==> src/design/hbh_pkg.sv <==
// constants, states and rule summary for the host bus handshake port
// Contract
// sync mode: ready falls on bus clock
// burst mode: ready low during wait states
// irq low while any status set
// select when qualifier low, address matches
// select decode purely combinational
// async ready stretches cycles, clock independent
// host marks command phase after address
// burst: cycle high read, low write
// strap low sync, high async/burst
// host async read strobe, clockless
// host returns ready, else tie asserted
// host bus clock max 50 MHz; port oversamples it on a 100 ns clock, so it must run well below 10 MHz
// host drives qualifier low to decode
// host write/read high write, low read
// irq and async ready only low/released
package hbh_pkg;

  localparam int ADDR_HI = 15;
  localparam int ADDR_LO = 4;
  localparam int ADDR_W = ADDR_HI - ADDR_LO + 1;

  localparam int CLK_PERIOD_NS = 100;
  // bus clock counted as stopped after this long without a rising edge
  localparam int BCLK_IDLE_NS = 2000;
  localparam int BCLK_IDLE_CYC = (BCLK_IDLE_NS / CLK_PERIOD_NS) < 1 ? 1 : (BCLK_IDLE_NS / CLK_PERIOD_NS);
  localparam int IDLE_CNT_W = $clog2(BCLK_IDLE_CYC + 1);

  localparam int SYNC_STAGES = 2;

  localparam logic PIN_HIGH = 1'b1;
  localparam logic PIN_LOW = 1'b0;

  // index of each pin in the synchroniser vector
  localparam int PI_AQN = ADDR_W;
  localparam int PI_CYC = ADDR_W + 1;
  localparam int PI_SWR = ADDR_W + 2;
  localparam int PI_RRT = ADDR_W + 3;
  localparam int PI_RDN = ADDR_W + 4;
  localparam int PI_WRN = ADDR_W + 5;
  localparam int PI_STRAP = ADDR_W + 6;
  localparam int PI_BCLK = ADDR_W + 7;
  localparam int PIN_W = ADDR_W + 8;

  typedef enum logic [5:0] {
    ST_IDLE       = 6'b00_0001,
    ST_SYNC_WAIT  = 6'b00_0010,
    ST_SYNC_READY = 6'b00_0100,
    ST_BURST      = 6'b00_1000,
    ST_ASYNC_WAIT = 6'b01_0000,
    ST_ASYNC_END  = 6'b10_0000
  } hbh_state_t;

endpackage

==> src/design/hbh_sync.sv <==
// two flip-flop synchroniser for a vector of independent pin levels
`timescale 1ns/1ps
module hbh_sync #(
  parameter int WIDTH = 1
) (
  input wire logic clk_i,
  input wire logic nrst_i,
  input wire logic [WIDTH-1:0] d_i,
  output logic [WIDTH-1:0] q_o
);
  import hbh_pkg::*;

  logic [WIDTH-1:0] meta_q;

  initial begin
    if (WIDTH < 1) begin
      $error("hbh_sync: WIDTH must be at least 1");
    end
  end

  // bits are synchronised independently; multi-bit values must be stable around sampling
  always_ff @(posedge clk_i or negedge nrst_i) begin
    if (!nrst_i) begin
      meta_q <= '0;
      q_o <= '0;
    end else begin
      meta_q <= d_i;
      q_o <= meta_q;
    end
  end

endmodule

==> src/design/hbh_port.sv <==
// handshake, qualifier, strap and interrupt logic of the host bus port
`timescale 1ns/1ps
module hbh_port #(
  parameter int IRQ_W = 8
) (
  input wire logic CLK_SYS_I,
  input wire logic NRST_I,
  input wire logic BUS_CLK_I,
  input wire logic [hbh_pkg::ADDR_HI:hbh_pkg::ADDR_LO] ADDR_I,
  input wire logic ADDRESS_QUALIFIER_N_I,
  input wire logic COMMAND_PHASE_N_I,
  input wire logic SYNC_WRITE_NOT_READ_I,
  input wire logic READY_RETURN_IN_N_I,
  input wire logic ASYNC_READ_STROBE_N_I,
  input wire logic ASYNC_WRITE_STROBE_N_I,
  input wire logic BUS_MODE_STRAP_I,
  input wire logic [hbh_pkg::ADDR_HI:hbh_pkg::ADDR_LO] BASE_ADDR_HI_I,
  input wire logic [IRQ_W-1:0] IRQ_STATUS_I,
  input wire logic ACCESS_DONE_I,
  output logic LOCAL_DEVICE_SELECT_N_O,
  output logic SYNC_READY_OUT_N_O,
  output logic HOST_IRQ_OUT_N_O,
  output logic HOST_IRQ_OUT_N_OE_O,
  output logic ASYNC_CYCLE_READY_O,
  output logic ASYNC_CYCLE_READY_OE_O,
  output logic MODE_SYNC_O,
  output logic ACCESS_REQ_O,
  output logic ACCESS_WRITE_O
);
  import hbh_pkg::*;

  initial begin
    if (IRQ_W < 1) begin
      $error("hbh_port: IRQ_W must be at least 1");
    end
  end

  ////////////////////////////////////////////////////////////////////////////
  // local device decode

  // the select output is a pure decode of the live pins, no flop and no clock
  always_comb begin
    LOCAL_DEVICE_SELECT_N_O = PIN_HIGH;
    if (!ADDRESS_QUALIFIER_N_I && (ADDR_I == BASE_ADDR_HI_I)) begin
      LOCAL_DEVICE_SELECT_N_O = PIN_LOW;
    end
  end

  ////////////////////////////////////////////////////////////////////////////
  // pin synchronisation

  logic [PIN_W-1:0] pins_raw;
  logic [PIN_W-1:0] pins_s;

  assign pins_raw = {BUS_CLK_I, BUS_MODE_STRAP_I, ASYNC_WRITE_STROBE_N_I, ASYNC_READ_STROBE_N_I,
                     READY_RETURN_IN_N_I, SYNC_WRITE_NOT_READ_I, COMMAND_PHASE_N_I,
                     ADDRESS_QUALIFIER_N_I, ADDR_I};

  hbh_sync #(
    .WIDTH(PIN_W)
  ) u_sync (
    .clk_i(CLK_SYS_I),
    .nrst_i(NRST_I),
    .d_i(pins_raw),
    .q_o(pins_s)
  );

  logic sel_s;
  logic cyc_n_s;
  logic swr_s;
  logic rrt_n_s;
  logic rd_n_s;
  logic wr_n_s;
  logic strap_s;
  logic bclk_s;

  assign sel_s = !pins_s[PI_AQN] && (pins_s[ADDR_W-1:0] == BASE_ADDR_HI_I);
  assign cyc_n_s = pins_s[PI_CYC];
  assign swr_s = pins_s[PI_SWR];
  assign rrt_n_s = pins_s[PI_RRT];
  assign rd_n_s = pins_s[PI_RDN];
  assign wr_n_s = pins_s[PI_WRN];
  assign strap_s = pins_s[PI_STRAP];
  assign bclk_s = pins_s[PI_BCLK];

  ////////////////////////////////////////////////////////////////////////////
  // bus clock edge and activity

  // limitation: the bus clock is oversampled, so it must run well below the system clock
  logic bclk_q;
  logic bclk_rise;
  logic [IDLE_CNT_W-1:0] idle_cnt_q;
  logic bclk_active_q;

  assign bclk_rise = bclk_s && !bclk_q;

  always_ff @(posedge CLK_SYS_I or negedge NRST_I) begin
    if (!NRST_I) begin
      bclk_q <= PIN_LOW;
    end else begin
      bclk_q <= bclk_s;
    end
  end

  // a stopped clock (held low in async use) means strobe driven cycles
  always_ff @(posedge CLK_SYS_I or negedge NRST_I) begin
    if (!NRST_I) begin
      idle_cnt_q <= '0;
      bclk_active_q <= 1'b0;
    end else if (bclk_rise) begin
      idle_cnt_q <= '0;
      bclk_active_q <= 1'b1;
    end else if (idle_cnt_q == IDLE_CNT_W'(BCLK_IDLE_CYC)) begin
      bclk_active_q <= 1'b0;
    end else begin
      idle_cnt_q <= idle_cnt_q + IDLE_CNT_W'(1);
    end
  end

  ////////////////////////////////////////////////////////////////////////////
  // bus mode strap

  // the synchroniser reads zero through reset, so the strap is caught only once it shows the pin;
  // a later strap change is ignored
  localparam int STRAP_WAIT_W = $clog2(SYNC_STAGES + 1);
  logic [STRAP_WAIT_W-1:0] strap_wait_q;
  logic strap_taken_q;
  logic mode_sync_q;

  always_ff @(posedge CLK_SYS_I or negedge NRST_I) begin
    if (!NRST_I) begin
      strap_wait_q <= '0;
      strap_taken_q <= 1'b0;
      mode_sync_q <= 1'b1;
    end else if (strap_wait_q != STRAP_WAIT_W'(SYNC_STAGES)) begin
      strap_wait_q <= strap_wait_q + STRAP_WAIT_W'(1);
    end else if (!strap_taken_q) begin
      strap_taken_q <= 1'b1;
      mode_sync_q <= !strap_s;
    end
  end

  assign MODE_SYNC_O = mode_sync_q;

  ////////////////////////////////////////////////////////////////////////////
  // access state machine

  hbh_state_t state_q;
  hbh_state_t state_d;
  logic ready_ok;
  logic strobe_any;

  // on writes the host gives no ready return, so only reads wait for it
  assign ready_ok = ACCESS_WRITE_O || !rrt_n_s;
  assign strobe_any = !rd_n_s || !wr_n_s;

  always_comb begin
    state_d = state_q;
    case (state_q)
      ST_IDLE: begin
        if (strap_taken_q && sel_s) begin
          if (mode_sync_q) begin
            if (bclk_rise && !cyc_n_s) begin
              state_d = ST_SYNC_WAIT;
            end
          end else if (bclk_active_q) begin
            if (bclk_rise) begin
              state_d = ST_BURST;
            end
          end else if (strobe_any) begin
            state_d = ST_ASYNC_WAIT;
          end
        end
      end
      ST_SYNC_WAIT: begin
        if (ACCESS_DONE_I) begin
          state_d = ST_SYNC_READY;
        end
      end
      ST_SYNC_READY: begin
        if (bclk_rise && !SYNC_READY_OUT_N_O && ready_ok) begin
          state_d = ST_IDLE;
        end
      end
      ST_BURST: begin
        if (ACCESS_DONE_I) begin
          state_d = ST_IDLE;
        end
      end
      ST_ASYNC_WAIT: begin
        if (ACCESS_DONE_I) begin
          state_d = ST_ASYNC_END;
        end
      end
      ST_ASYNC_END: begin
        if (!strobe_any) begin
          state_d = ST_IDLE;
        end
      end
      default: begin
        state_d = ST_IDLE;
      end
    endcase
  end

  always_ff @(posedge CLK_SYS_I or negedge NRST_I) begin
    if (!NRST_I) begin
      state_q <= ST_IDLE;
    end else begin
      state_q <= state_d;
    end
  end

  ////////////////////////////////////////////////////////////////////////////
  // request to the core

  always_ff @(posedge CLK_SYS_I or negedge NRST_I) begin
    if (!NRST_I) begin
      ACCESS_REQ_O <= 1'b0;
      ACCESS_WRITE_O <= 1'b0;
    end else begin
      ACCESS_REQ_O <= 1'b0;
      if (state_q == ST_IDLE) begin
        if (state_d == ST_SYNC_WAIT) begin
          ACCESS_REQ_O <= 1'b1;
          ACCESS_WRITE_O <= swr_s;
        end else if (state_d == ST_BURST) begin
          ACCESS_REQ_O <= 1'b1;
          ACCESS_WRITE_O <= !cyc_n_s;
        end else if (state_d == ST_ASYNC_WAIT) begin
          ACCESS_REQ_O <= 1'b1;
          ACCESS_WRITE_O <= !wr_n_s;
        end
      end
    end
  end

  ////////////////////////////////////////////////////////////////////////////
  // synchronous ready

  always_ff @(posedge CLK_SYS_I or negedge NRST_I) begin
    if (!NRST_I) begin
      SYNC_READY_OUT_N_O <= PIN_HIGH;
    end else if (state_q == ST_SYNC_READY) begin
      // fall on a bus clock edge, release on the edge that completes the cycle
      if (bclk_rise && SYNC_READY_OUT_N_O) begin
        SYNC_READY_OUT_N_O <= PIN_LOW;
      end else if (state_d == ST_IDLE) begin
        SYNC_READY_OUT_N_O <= PIN_HIGH;
      end
    end else if (state_d == ST_BURST) begin
      SYNC_READY_OUT_N_O <= PIN_LOW;
    end else begin
      SYNC_READY_OUT_N_O <= PIN_HIGH;
    end
  end

  ////////////////////////////////////////////////////////////////////////////
  // open drain outputs

  // both pins only pull low; the board pull-up gives the released level
  assign HOST_IRQ_OUT_N_O = PIN_LOW;
  assign ASYNC_CYCLE_READY_O = PIN_LOW;

  always_ff @(posedge CLK_SYS_I or negedge NRST_I) begin
    if (!NRST_I) begin
      HOST_IRQ_OUT_N_OE_O <= 1'b0;
    end else begin
      HOST_IRQ_OUT_N_OE_O <= |IRQ_STATUS_I;
    end
  end

  // stretch by pulling the ready pin low from strobe seen until data is done
  always_ff @(posedge CLK_SYS_I or negedge NRST_I) begin
    if (!NRST_I) begin
      ASYNC_CYCLE_READY_OE_O <= 1'b0;
    end else begin
      ASYNC_CYCLE_READY_OE_O <= (state_d == ST_ASYNC_WAIT);
    end
  end

endmodule

==> config.mk <==
export PLATFORM = sky130hd
export DESIGN_NAME = hbh_port
export DESIGN_NICKNAME = d
export VERILOG_FILES = /design/src/design/hbh_pkg.sv /design/src/design/hbh_sync.sv /design/src/design/hbh_port.sv
export SDC_FILE = /design/constraint.sdc
export NUM_CORES = 1
export LEC_CHECK = 0
export ABC_AREA = 1
export BUFFER_PORTS_ARGS = -buffer_cell sky130_fd_sc_hd__buf_2
export CAP_MARGIN = 30
export CORE_MARGIN = 3
export CORE_UTILIZATION = 40
export CTS_CLUSTER_DIAMETER = 200
export DETAILED_ROUTE_END_ITERATION = 10
export PLACE_DENSITY = 0.59
export SYNTH_ARGS = -nofsm -noshare
export SYNTH_HDL_FRONTEND = slang
export SYNTH_SLANG_ARGS = --single-unit
==> constraint.sdc <==
create_clock -name CLK_SYS_I -period 3.6 [get_ports CLK_SYS_I]
set_clock_uncertainty 0.1 [all_clocks]
set_input_delay 0.36 -clock CLK_SYS_I [delete_from_list [all_inputs] [get_ports CLK_SYS_I]]
set_output_delay 0.36 -clock CLK_SYS_I [all_outputs]
set_load 0.005 [all_outputs]
; Word-level counts from Yosys, hierarchy flattened
; Cells that the tools add are included.
[word_totals]
ff_bits = 62
[classes]
reduce_logical = 24
n_addsub = 2
bitwise_logic = 2
eq_ne = 16
mux = 28
[ops]
columns = operator, n
row1 = 2-to-1 mux 6 bit, 11
row2 = one-hot mux 6 bit (6 select lines), 1
row3 = equality test 12 bit, 2
row4 = 2-to-1 mux 1 bit, 14
row5 = equality test 6 x 1 -> 1 bit (second input constant), 2
row6 = equality test 6 x 2 -> 1 bit (second input constant), 2
row7 = equality test 6 x 4 -> 1 bit (second input constant), 2
row8 = equality test 6 x 5 -> 1 bit (second input constant), 2
row9 = 2-to-1 mux 5 bit, 2
row10 = logical NOT 1 bit, 9
row11 = logical AND 1 bit, 8
row12 = OR reduction 8 bit, 1
row13 = equality test 6 x 3 -> 1 bit (second input constant), 1
row14 = equality test 6 bit (second input constant), 1
row15 = adder 5 x 1 -> 5 bit (second input constant), 1
row16 = equality test 5 bit (second input constant), 1
row17 = inequality test 2 bit (second input constant), 2
row18 = AND reduction 2 bit, 2
row19 = inequality test 3 x 1 -> 1 bit (second input constant), 1
row20 = nonzero test 3 bit, 1
row21 = adder 2 x 1 -> 2 bit (second input constant), 1
row22 = logical OR 1 bit, 2
row23 = inverter 1 bit, 2
row24 = nonzero test 2 bit, 1

; Longest topological paths before layout
; Gate-level depths: netlist (run 1).
[depth]
word_depth = 12
mapped_depth = 16
mapped_depth_nobuf = 16

; Hierarchy
; Synthesis (run 1) repeated with hierarchy kept, for this count alone.
[unflattened]
cells_unflattened = 276
hier_area_um2 = 2642.5
[by_module_without_submodules]
columns = mod, area_per_inst_um2, instances, cells_each
row1 = hbh_port, 1641.6, 1, 236
row2 = hbh_sync, 1001.0, 1, 40

; Worst setup path after synthesis (run 1)
; Ideal clock, no wire load.
[synth_timing]
kind = in2reg
from = input BASE_ADDR_HI_I[11] in the netlist's numbering
to = register ACCESS_WRITE_O
stages = 15
setup_slack_ps = 2038
arrival_time_ps = 1346
path_cell_list = inv_1 nand2_1 nand2_1 nor2_1 nand2_1 nor2_1 nand2_1 nand2_1 nand3_2 nand2_4 nand2_1 nand3_1 nand2_1 nand2_1 nand2_1
[synth_via]
elab_chain_cells = 8
elab_cells_between_ends = 12
classes_between = eq/ne: 4 / mux: 4 / reduce/logical: 4
[synth_lines]
columns = item, line_no
row1 = start: declaration, hbh_port.sv:17  ; input wire logic [hbh_pkg::ADDR_HI:hbh_pkg::ADDR_LO] BASE_ADDR_HI_I,
row2 = equality test 12 bit *, hbh_port.sv:77  ; assign sel_s = !pins_s[PI_AQN] && (pins_s[ADDR_W-1:0] == BASE_ADDR_HI_I);
row3 = logical AND 1 bit *, hbh_port.sv:77
row4 = logical AND 1 bit *, hbh_port.sv:161  ; if (strap_taken_q && sel_s) begin
row5 = 2-to-1 mux 6 bit *, hbh_port.sv:161
row6 = one-hot mux 6 bit (6 select lines) *, hbh_port.sv:159  ; case (state_q)
row7 = net state_d[3], hbh_port.sv:149  ; hbh_state_t state_d;
row8 = equality test 6 x 2 -> 1 bit (tied with other cells), hbh_port.sv:224  ; if (state_d == ST_SYNC_WAIT) begin
row9 = nonzero test 3 bit (no source line) / 2-to-1 mux 1 bit (equally long branches), n/a
row10 = AND reduction 2 bit (no source line) / 2-to-1 mux 1 bit (equally long branches), n/a
row11 = end signal: assignment, hbh_port.sv:226  ; ACCESS_WRITE_O <= swr_s;
row12 = end signal: assignment, hbh_port.sv:229  ; ACCESS_WRITE_O <= !cyc_n_s;
row13 = end signal: assignment, hbh_port.sv:232  ; ACCESS_WRITE_O <= !wr_n_s;
row14 = end: declaration, hbh_port.sv:28  ; output logic ACCESS_WRITE_O
; The timed path passes the listed nets; every way through them passes the cells marked *.
; A chain may end at the register's enable or synchronous reset.

; Worst setup path after layout (run 1)
[layout_timing]
from = input BASE_ADDR_HI_I[4] in the netlist's numbering
to = output LOCAL_DEVICE_SELECT_N_O
[layout_via]
elab_chain_cells = 3
[layout_lines]
columns = item, line_no
row1 = equality test 12 bit, hbh_port.sv:44  ; if (!ADDRESS_QUALIFIER_N_I && (ADDR_I == BASE_ADDR_HI_I)) begin
row2 = logical AND 1 bit, hbh_port.sv:44
row3 = 2-to-1 mux 1 bit, hbh_port.sv:44
row4 = end: declaration, hbh_port.sv:20  ; output logic LOCAL_DEVICE_SELECT_N_O,
; Every way passes these cells.

==> impl_metrics.csv, run 1 <==
group,metric,value,unit
clocking,cts_buffer_depth,2,
worst_hold_path,hp-class,"input pin to flip-flop",
synth,synth_xor_area_frac,0.01931,
synth,synthMuxAreaShare,0,
grt,grt_pass1_wl,9.087,mm
critical_path,cp_max_fo,4,
place,placed_cells,434,
grt,met1_usage,0.2098,
die,die-area,0.007829,mm2
synth,synth-simple-area-share,0.2478,
critical_path,r2r_start,"bclk_q$_DFF_PN0_",
grt,antenna_found_initial,0,
critical_path,reg2reg_depth,14,
sta,hold_viol,0,
final_layout,final_core_util,0.5120,
die,die_x,88.48,um
synth,synth_compound_area_frac,0.06621,
clocking,root_buffer,"clkbuf_8",
synth,syn_area,0.002721,mm2
critical_path,max_stage_delay,0.42,ns
grt,busiest_layer,"met2",
grt,gr-usage-met3,0.04469,
die,ios,52,
critical_path,crit_buf_inv,3,
sta,setup-tns-final,0,ns
pwr,p_int,1.299,mW
pwr,p_switching,0.4100,mW
final_layout,final_common_cell,"nand2_1",
grt,grt_pass1_vias,2017,
place,hpwl,4.188,mm
worst_hold_path,whs_endpoint,"u_sync.meta_q[16]$_DFF_PN0_",
critical_path,critPathKind,"input pin to output port",
synth,synth_top_cell_area_share,0.5425,
synth,synth.distinct_cells,33,
routing,drc,0,
final_layout,nets,415,
final_layout,drive_gt1_frac,0.2193,
sta,fin_crit_sh,0.5342,
critical_path,crit_top_cell,"buf_2",
grt,grtUsageMet2,0.2311,
synth,ys_warn_count,0,
routing,wl,5.286,mm
routing,vias,2117,
synth,synth_cells,307,
outcome,status,"finished clean",
clocking,cts_buffers,9,
die,rows,29,
synth,synth_top_family_by_area,"simple AND/OR/NAND/NOR gates",
final_layout,stdcell_count,451,
routing,final_antenna_net_count,0,
synth,ys_seq_area_frac,0.5715,
critical_path,worstPathArrival,1.46,ns
clocking,cts_tree,"yes",
pwr,netSwitchingFraction,0.2400,
clocking,clock_latency,0.33,ns
job,drv_cap,0,
clocking,h-tree-depth,3,
worst_hold_path,holdPathStages,1,
final_layout,layout_common_cells,"81 x nand2_1, 59 x dfrtp_1, 53 x inv_1",
final_layout,syn2layout_area_growth,21.52,%
sta,finalCriticalPeriod,1.923,ns
routing,dr.pass1.iters,4,
die,die_y,88.48,um
die,start_util,0.4213,
synth,synth_area_per_cell,8.864,um2
routing,viasPerCell,4.694,
grt,grt_max_degree,23,
pwr,ir_worst_vdd,0.3847,mV
clocking,cts.sinks,62,
critical_path,critical_path.top_delay_family,"simple AND/OR/NAND/NOR gates",
sta,finalSetupViolCount,0,
pwr,seq_power_share,0.463,
critical_path,start_kind,"input pin",
clocking,clkTransAtPathRegs,0.07,ns
sta,rsz0062_at_grt,"no",
place,globalplace.congestion,0.8167,
critical_path,crit_chain,"buf_2 -> inv_1 -> or2_2 -> nand3_1 -> nor4_1 -> nand4_1 -> buf_2",
pwr,share_comb_of_total_power,0.122,
pwr,power,1.709,mW
critical_path,critical_path_required,3.14,ns
critical_path,worstReg2RegEnd,"ACCESS_WRITE_O$_DFFE_PN0P_",
synth,yosysTopAreaCell,"dfrtp_1",
grt,grt_overflow,0,
final_layout,n_antenna_cell,0,
grt,grt_util_all_layers,0.1541,
die,core,0.006459,mm2
critical_path,slowest_stage,"nor4_1",
synth,synth_fa_ha_area_frac,0.01379,
worst_hold_path,holdCritStartpoint,"ASYNC_READ_STROBE_N_I",
synth,ys_ff_latch,62,
place,io_buffers,49,
pwr,pwr-share-clk,0.416,
synth,ys_top_cells_by_area,"dfrtp_1 54%, nand2_1 11%, inv_1 7.3%, nor2_1 3.6%, dfstp_2 2.9%",
sta,maxSlewViolCount,0,
routing,wl_per_cell,11.72,um
critical_path,crit_path_end_kind,"output port",
routing,first_iter_violations,83,
pwr,powerDensity,516.7,mW/mm2
sta,max_freq,520.0,MHz
critical_path,rrSetupSlack,1.81,ns
pwr,leakage,1.734,nW
## area by class of cell
class	instances	area [um2]
clock buffers	12	135.1
flip-flops and latches	62	1555
well taps	77	96.34
fillers	644	3152
clock inverters	4	95.09
repair buffers	52	270.3
multi-input cells	190	952.2
inverters	54	202.7
## registers in the layout (all words and copies together), names as in the netlist
| signal | flops |
|---|---|
| bclk_q | 1 |
| SYNC_READY_OUT_N_O | 1 |
| idle_cnt_q | 5 |
| u_sync.q_o | 20 |
| u_sync.meta_q | 20 |
| state_q | 6 |
| strap_wait_q | 2 |
| ACCESS_WRITE_O | 1 |
| MODE_SYNC_O | 1 |
| strap_taken_q | 1 |
| ASYNC_CYCLE_READY_OE_O | 1 |
| HOST_IRQ_OUT_N_OE_O | 1 |
| bclk_active_q | 1 |
| ACCESS_REQ_O | 1 |
## cell usage after synthesis, drive strengths merged
library cell / n
conb: 1
dfstp: 3
xnor2: 6
a221oi: 1
a2111oi: 1
nor4: 4
dfrtp: 59
nor2: 29
nand3b: 3
nand3: 16
a211oi: 1
nand4: 8
o21a: 2
a21oi: 7
o21ai: 12
o22ai: 3
or2: 4
buf: 2
inv: 54
ha: 3
nand2: 84
nor3: 1
a31oi: 3
## logic make-up after synthesis
group / Yosys count
adders and majority gates: 3
other: 1
and+or+nand+nor: 149
xor gates and xnor gates: 6
buffers and inverters: 56
DFF: 62
AOI/OAI and AO/OA: 30
## worst max-delay path by stage
| stage | startpoint | endpoint | slack, ns | cells after the start |
|---|---|---|---|---|
| after global routing | BASE_ADDR_HI_I[15] | LOCAL_DEVICE_SELECT_N_O | 1.59 | 6 |
| after CTS | BASE_ADDR_HI_I[4] | LOCAL_DEVICE_SELECT_N_O | 1.67 | 7 |
| after floorplan | BASE_ADDR_HI_I[11] | ACCESS_WRITE_O$_DFFE_PN0P_ | 2.04 | 15 |
| after global placement | BASE_ADDR_HI_I[15] | LOCAL_DEVICE_SELECT_N_O | 1.68 | 6 |
| after detailed placement | BASE_ADDR_HI_I[15] | LOCAL_DEVICE_SELECT_N_O | 1.68 | 6 |
| final | BASE_ADDR_HI_I[4] | LOCAL_DEVICE_SELECT_N_O | 1.68 | 7 |
## metrics by stage
step	worst slack [ns]	hold slack (ns)	instance area, um2
floorplan	2.038	-0.03559	2725
global placement	1.683	0.2248	3067
detailed placement	1.675	0.2326	3067
CTS	1.669	0.007549	3307
global route	1.593	0.002219	3307
finish	1.677	0.02959	3307
## power groups by stage
| stage | clock (mW) | combinational, mW | sequential, mW |
|---|---|---|---|
| floorplan | 0 | 0.133 | 0.796 |
| detailed placement | 0 | 0.211 | 0.805 |
| global route | 0.769 | 0.244 | 0.798 |
| finish | 0.710 | 0.208 | 0.791 |
| CTS | 0.729 | 0.212 | 0.792 |
| global placement | 0 | 0.208 | 0.803 |
## routing by layer
| metal | up-vias | share of wire |
|---|---|---|
| li1 | 1083 | - |
| met1 | 987 | 0.47 |
| met2 | 41 | 0.47 |
| met3 | 6 | 0.043 |
| met4 | 0 | 0.0098 |
| met5 | - | 0 |
## timing repair
item / in CTS / in global routing
hold buffers: 1 / 0
setup endpoints to repair: 0 / 0
buffers inserted: 0 / 0
hold endpoints to repair: 18 / 0
gates resized for setup: 0 / 0
(Power assumes the default switching activity.)
==> inputs of run 2 (changes only) <==
==> constraint.sdc (replaced) <==
create_clock -name CLK_SYS_I -period 1.89 [get_ports CLK_SYS_I]
set_clock_uncertainty 0.1 [all_clocks]
set_input_delay 0.189 -clock CLK_SYS_I [delete_from_list [all_inputs] [get_ports CLK_SYS_I]]
set_output_delay 0.189 -clock CLK_SYS_I [all_outputs]
set_load 0.005 [all_outputs]
==> impl_metrics.csv, run 2 (synthesis gave the netlist of run 1 again) <==
group,metric,value,unit
final_layout,n_antenna_cell,0,
critical_path,worstPathArrival,1.52,ns
die,ios,52,
die,die_x,88.48,um
pwr,leakage,1.829,nW
critical_path,cp_max_fo,3,
routing,viasPerCell,4.589,
clocking,cts_tree,"yes",
sta,fin_crit_sh,0.9598,
routing,drc,0,
place,io_buffers,49,
critical_path,critical_path_required,1.60,ns
final_layout,layout_common_cells,"78 x nand2_1, 59 x dfrtp_1, 51 x inv_1",
critical_path,max_stage_delay,0.54,ns
grt,grt_util_all_layers,0.1611,
die,core,0.006459,mm2
clocking,cts_buffers,9,
final_layout,stdcell_count,477,
place,placed_area,0.003099,mm2
sta,fin_ws,0.07603,ns
routing,dr.pass1.iters,4,
sta,rsz0062_at_grt,"yes",
sta,finalSetupViolCount,0,
critical_path,start_kind,"input pin",
routing,vias,2189,
critical_path,crit_top_cell,"buf_2",
grt,grt_pass1_vias,2119,
final_layout,fill_cells,593,
sta,whs,0.08603,ns
place,globalplace.congestion,0.8069,
clocking,cts_buffer_depth,2,
routing,wl_per_cell,12.00,um
clocking,cts.sinks,62,
final_layout,reg_top3,"u_sync.meta_q (20), u_sync.q_o (20), state_q (6)",
worst_hold_path,hp-class,"input pin to flip-flop",
routing,wl,5.724,mm
clocking,clkTransAtPathRegs,0.07,ns
die,start_util,0.4213,
grt,grt_pass1_wl,9.487,mm
critical_path,crit_chain,"dlygate4sd3_1 -> buf_2 -> a2111oi_1 -> nand4_1 -> buf_2",
pwr,powerDensity,848.5,mW/mm2
sta,hold_viol,0,
critical_path,slowest_stage,"dlygate4sd3_1",
routing,first_iter_violations,85,
place,placed_cells,435,
clocking,root_buffer,"clkbuf_8",
die,rows,29,
final_layout,final_core_util,0.5525,
final_layout,drive_gt1_frac,0.2375,
critical_path,crit_path_end_kind,"output port",
final_layout,nets,441,
job,drv_cap,0,
worst_hold_path,holdPathStages,4,
grt,antenna_found_initial,0,
pwr,ir_worst_vdd,0.7059,mV
grt,grt_max_degree,41,
clocking,h-tree-depth,3,
place,place_ws,0.1375,ns
routing,final_antenna_net_count,0,
sta,max_freq,551.3,MHz
final_layout,syn2layout_area_growth,31.13,%
grt,grt_overflow,0,
sta,finalCriticalPeriod,1.814,ns
sta,setup-tns-final,0,ns
pwr,power,3.028,mW
die,die_y,88.48,um
critical_path,reg2reg_depth,11,
final_layout,finalInstanceArea,0.003568,mm2
clocking,clock_latency,0.34,ns
final_layout,final_common_cell,"nand2_1",
outcome,status,"finished clean",
sta,maxSlewViolCount,0,
place,hpwl,4.104,mm
die,die-area,0.007829,mm2
critical_path,critPathKind,"input pin to output port",
## run 2: timing repair
item	CTS	global route
endpoints found under the setup margin	0	2
hold buffers	25	0
setup buffers	0	1
endpoints found under the hold margin	83	0
gates resized for setup	0	11
## run 2: routing by layer
metal / share of wire / wire length, um / GRT usage / up-vias
met5: 0 / 0 / 0 / -
met4: 0.020 / 112 / 0.08242 / 0
met3: 0.033 / 190 / 0.03352 / 9
met2: 0.48 / 2775 / 0.2604 / 36
met1: 0.46 / 2645 / 0.2049 / 1005
li1: - / - / - / 1139
## run 2: worst paths after layout
| path | slack (ns) | endpoint | start |
|---|---|---|---|
| max | 0.08 | LOCAL_DEVICE_SELECT_N_O | ADDR_I[11] |
| min | 0.09 | state_q[1]$_DFF_PN0_ | ACCESS_DONE_I |
| max reg2reg | 0.15 | SYNC_READY_OUT_N_O$_DFFE_PN1P_ | u_sync.q_o[19]$_DFF_PN0_ |
| min reg2reg | 0.25 | u_sync.q_o[19]$_DFF_PN0_ | u_sync.meta_q[19]$_DFF_PN0_ |
| max in group asynchronous | 1.15 | MODE_SYNC_O$_DFFE_PN1P_ | NRST_I |
| min in group asynchronous | 0.25 | state_q[4]$_DFF_PN0_ | NRST_I |
## run 2: power breakdown
part / total (mW) / internal (mW) / switching [mW]
combinational: 0.465 / 0.211 / 0.254
clock: 1.05 / 0.514 / 0.541
sequential: 1.51 / 1.44 / 0.0721
total: 3.03 / 2.16 / 0.867
## run 2: final cells by class
| type | count | area (um2) | area share |
|---|---|---|---|
| timing repair buffer | 78 | 550.5 | 0.1543 |
| tap | 77 | 96.34 | 0.02700 |
| multi-input combinational | 190 | 978.4 | 0.2742 |
| clock buffer | 10 | 137.6 | 0.03857 |
| inverter | 54 | 202.7 | 0.05680 |
| sequential | 62 | 1555 | 0.4358 |
| clock inverter | 6 | 47.55 | 0.01332 |
## run 2: worst max-delay path: cells and delay by family
family / cells / cell delay, ns
buffers and inverters: 3 / 0.83
AO/OA/AOI/OAI: 1 / 0.38
AND/OR/NAND/NOR: 1 / 0.12
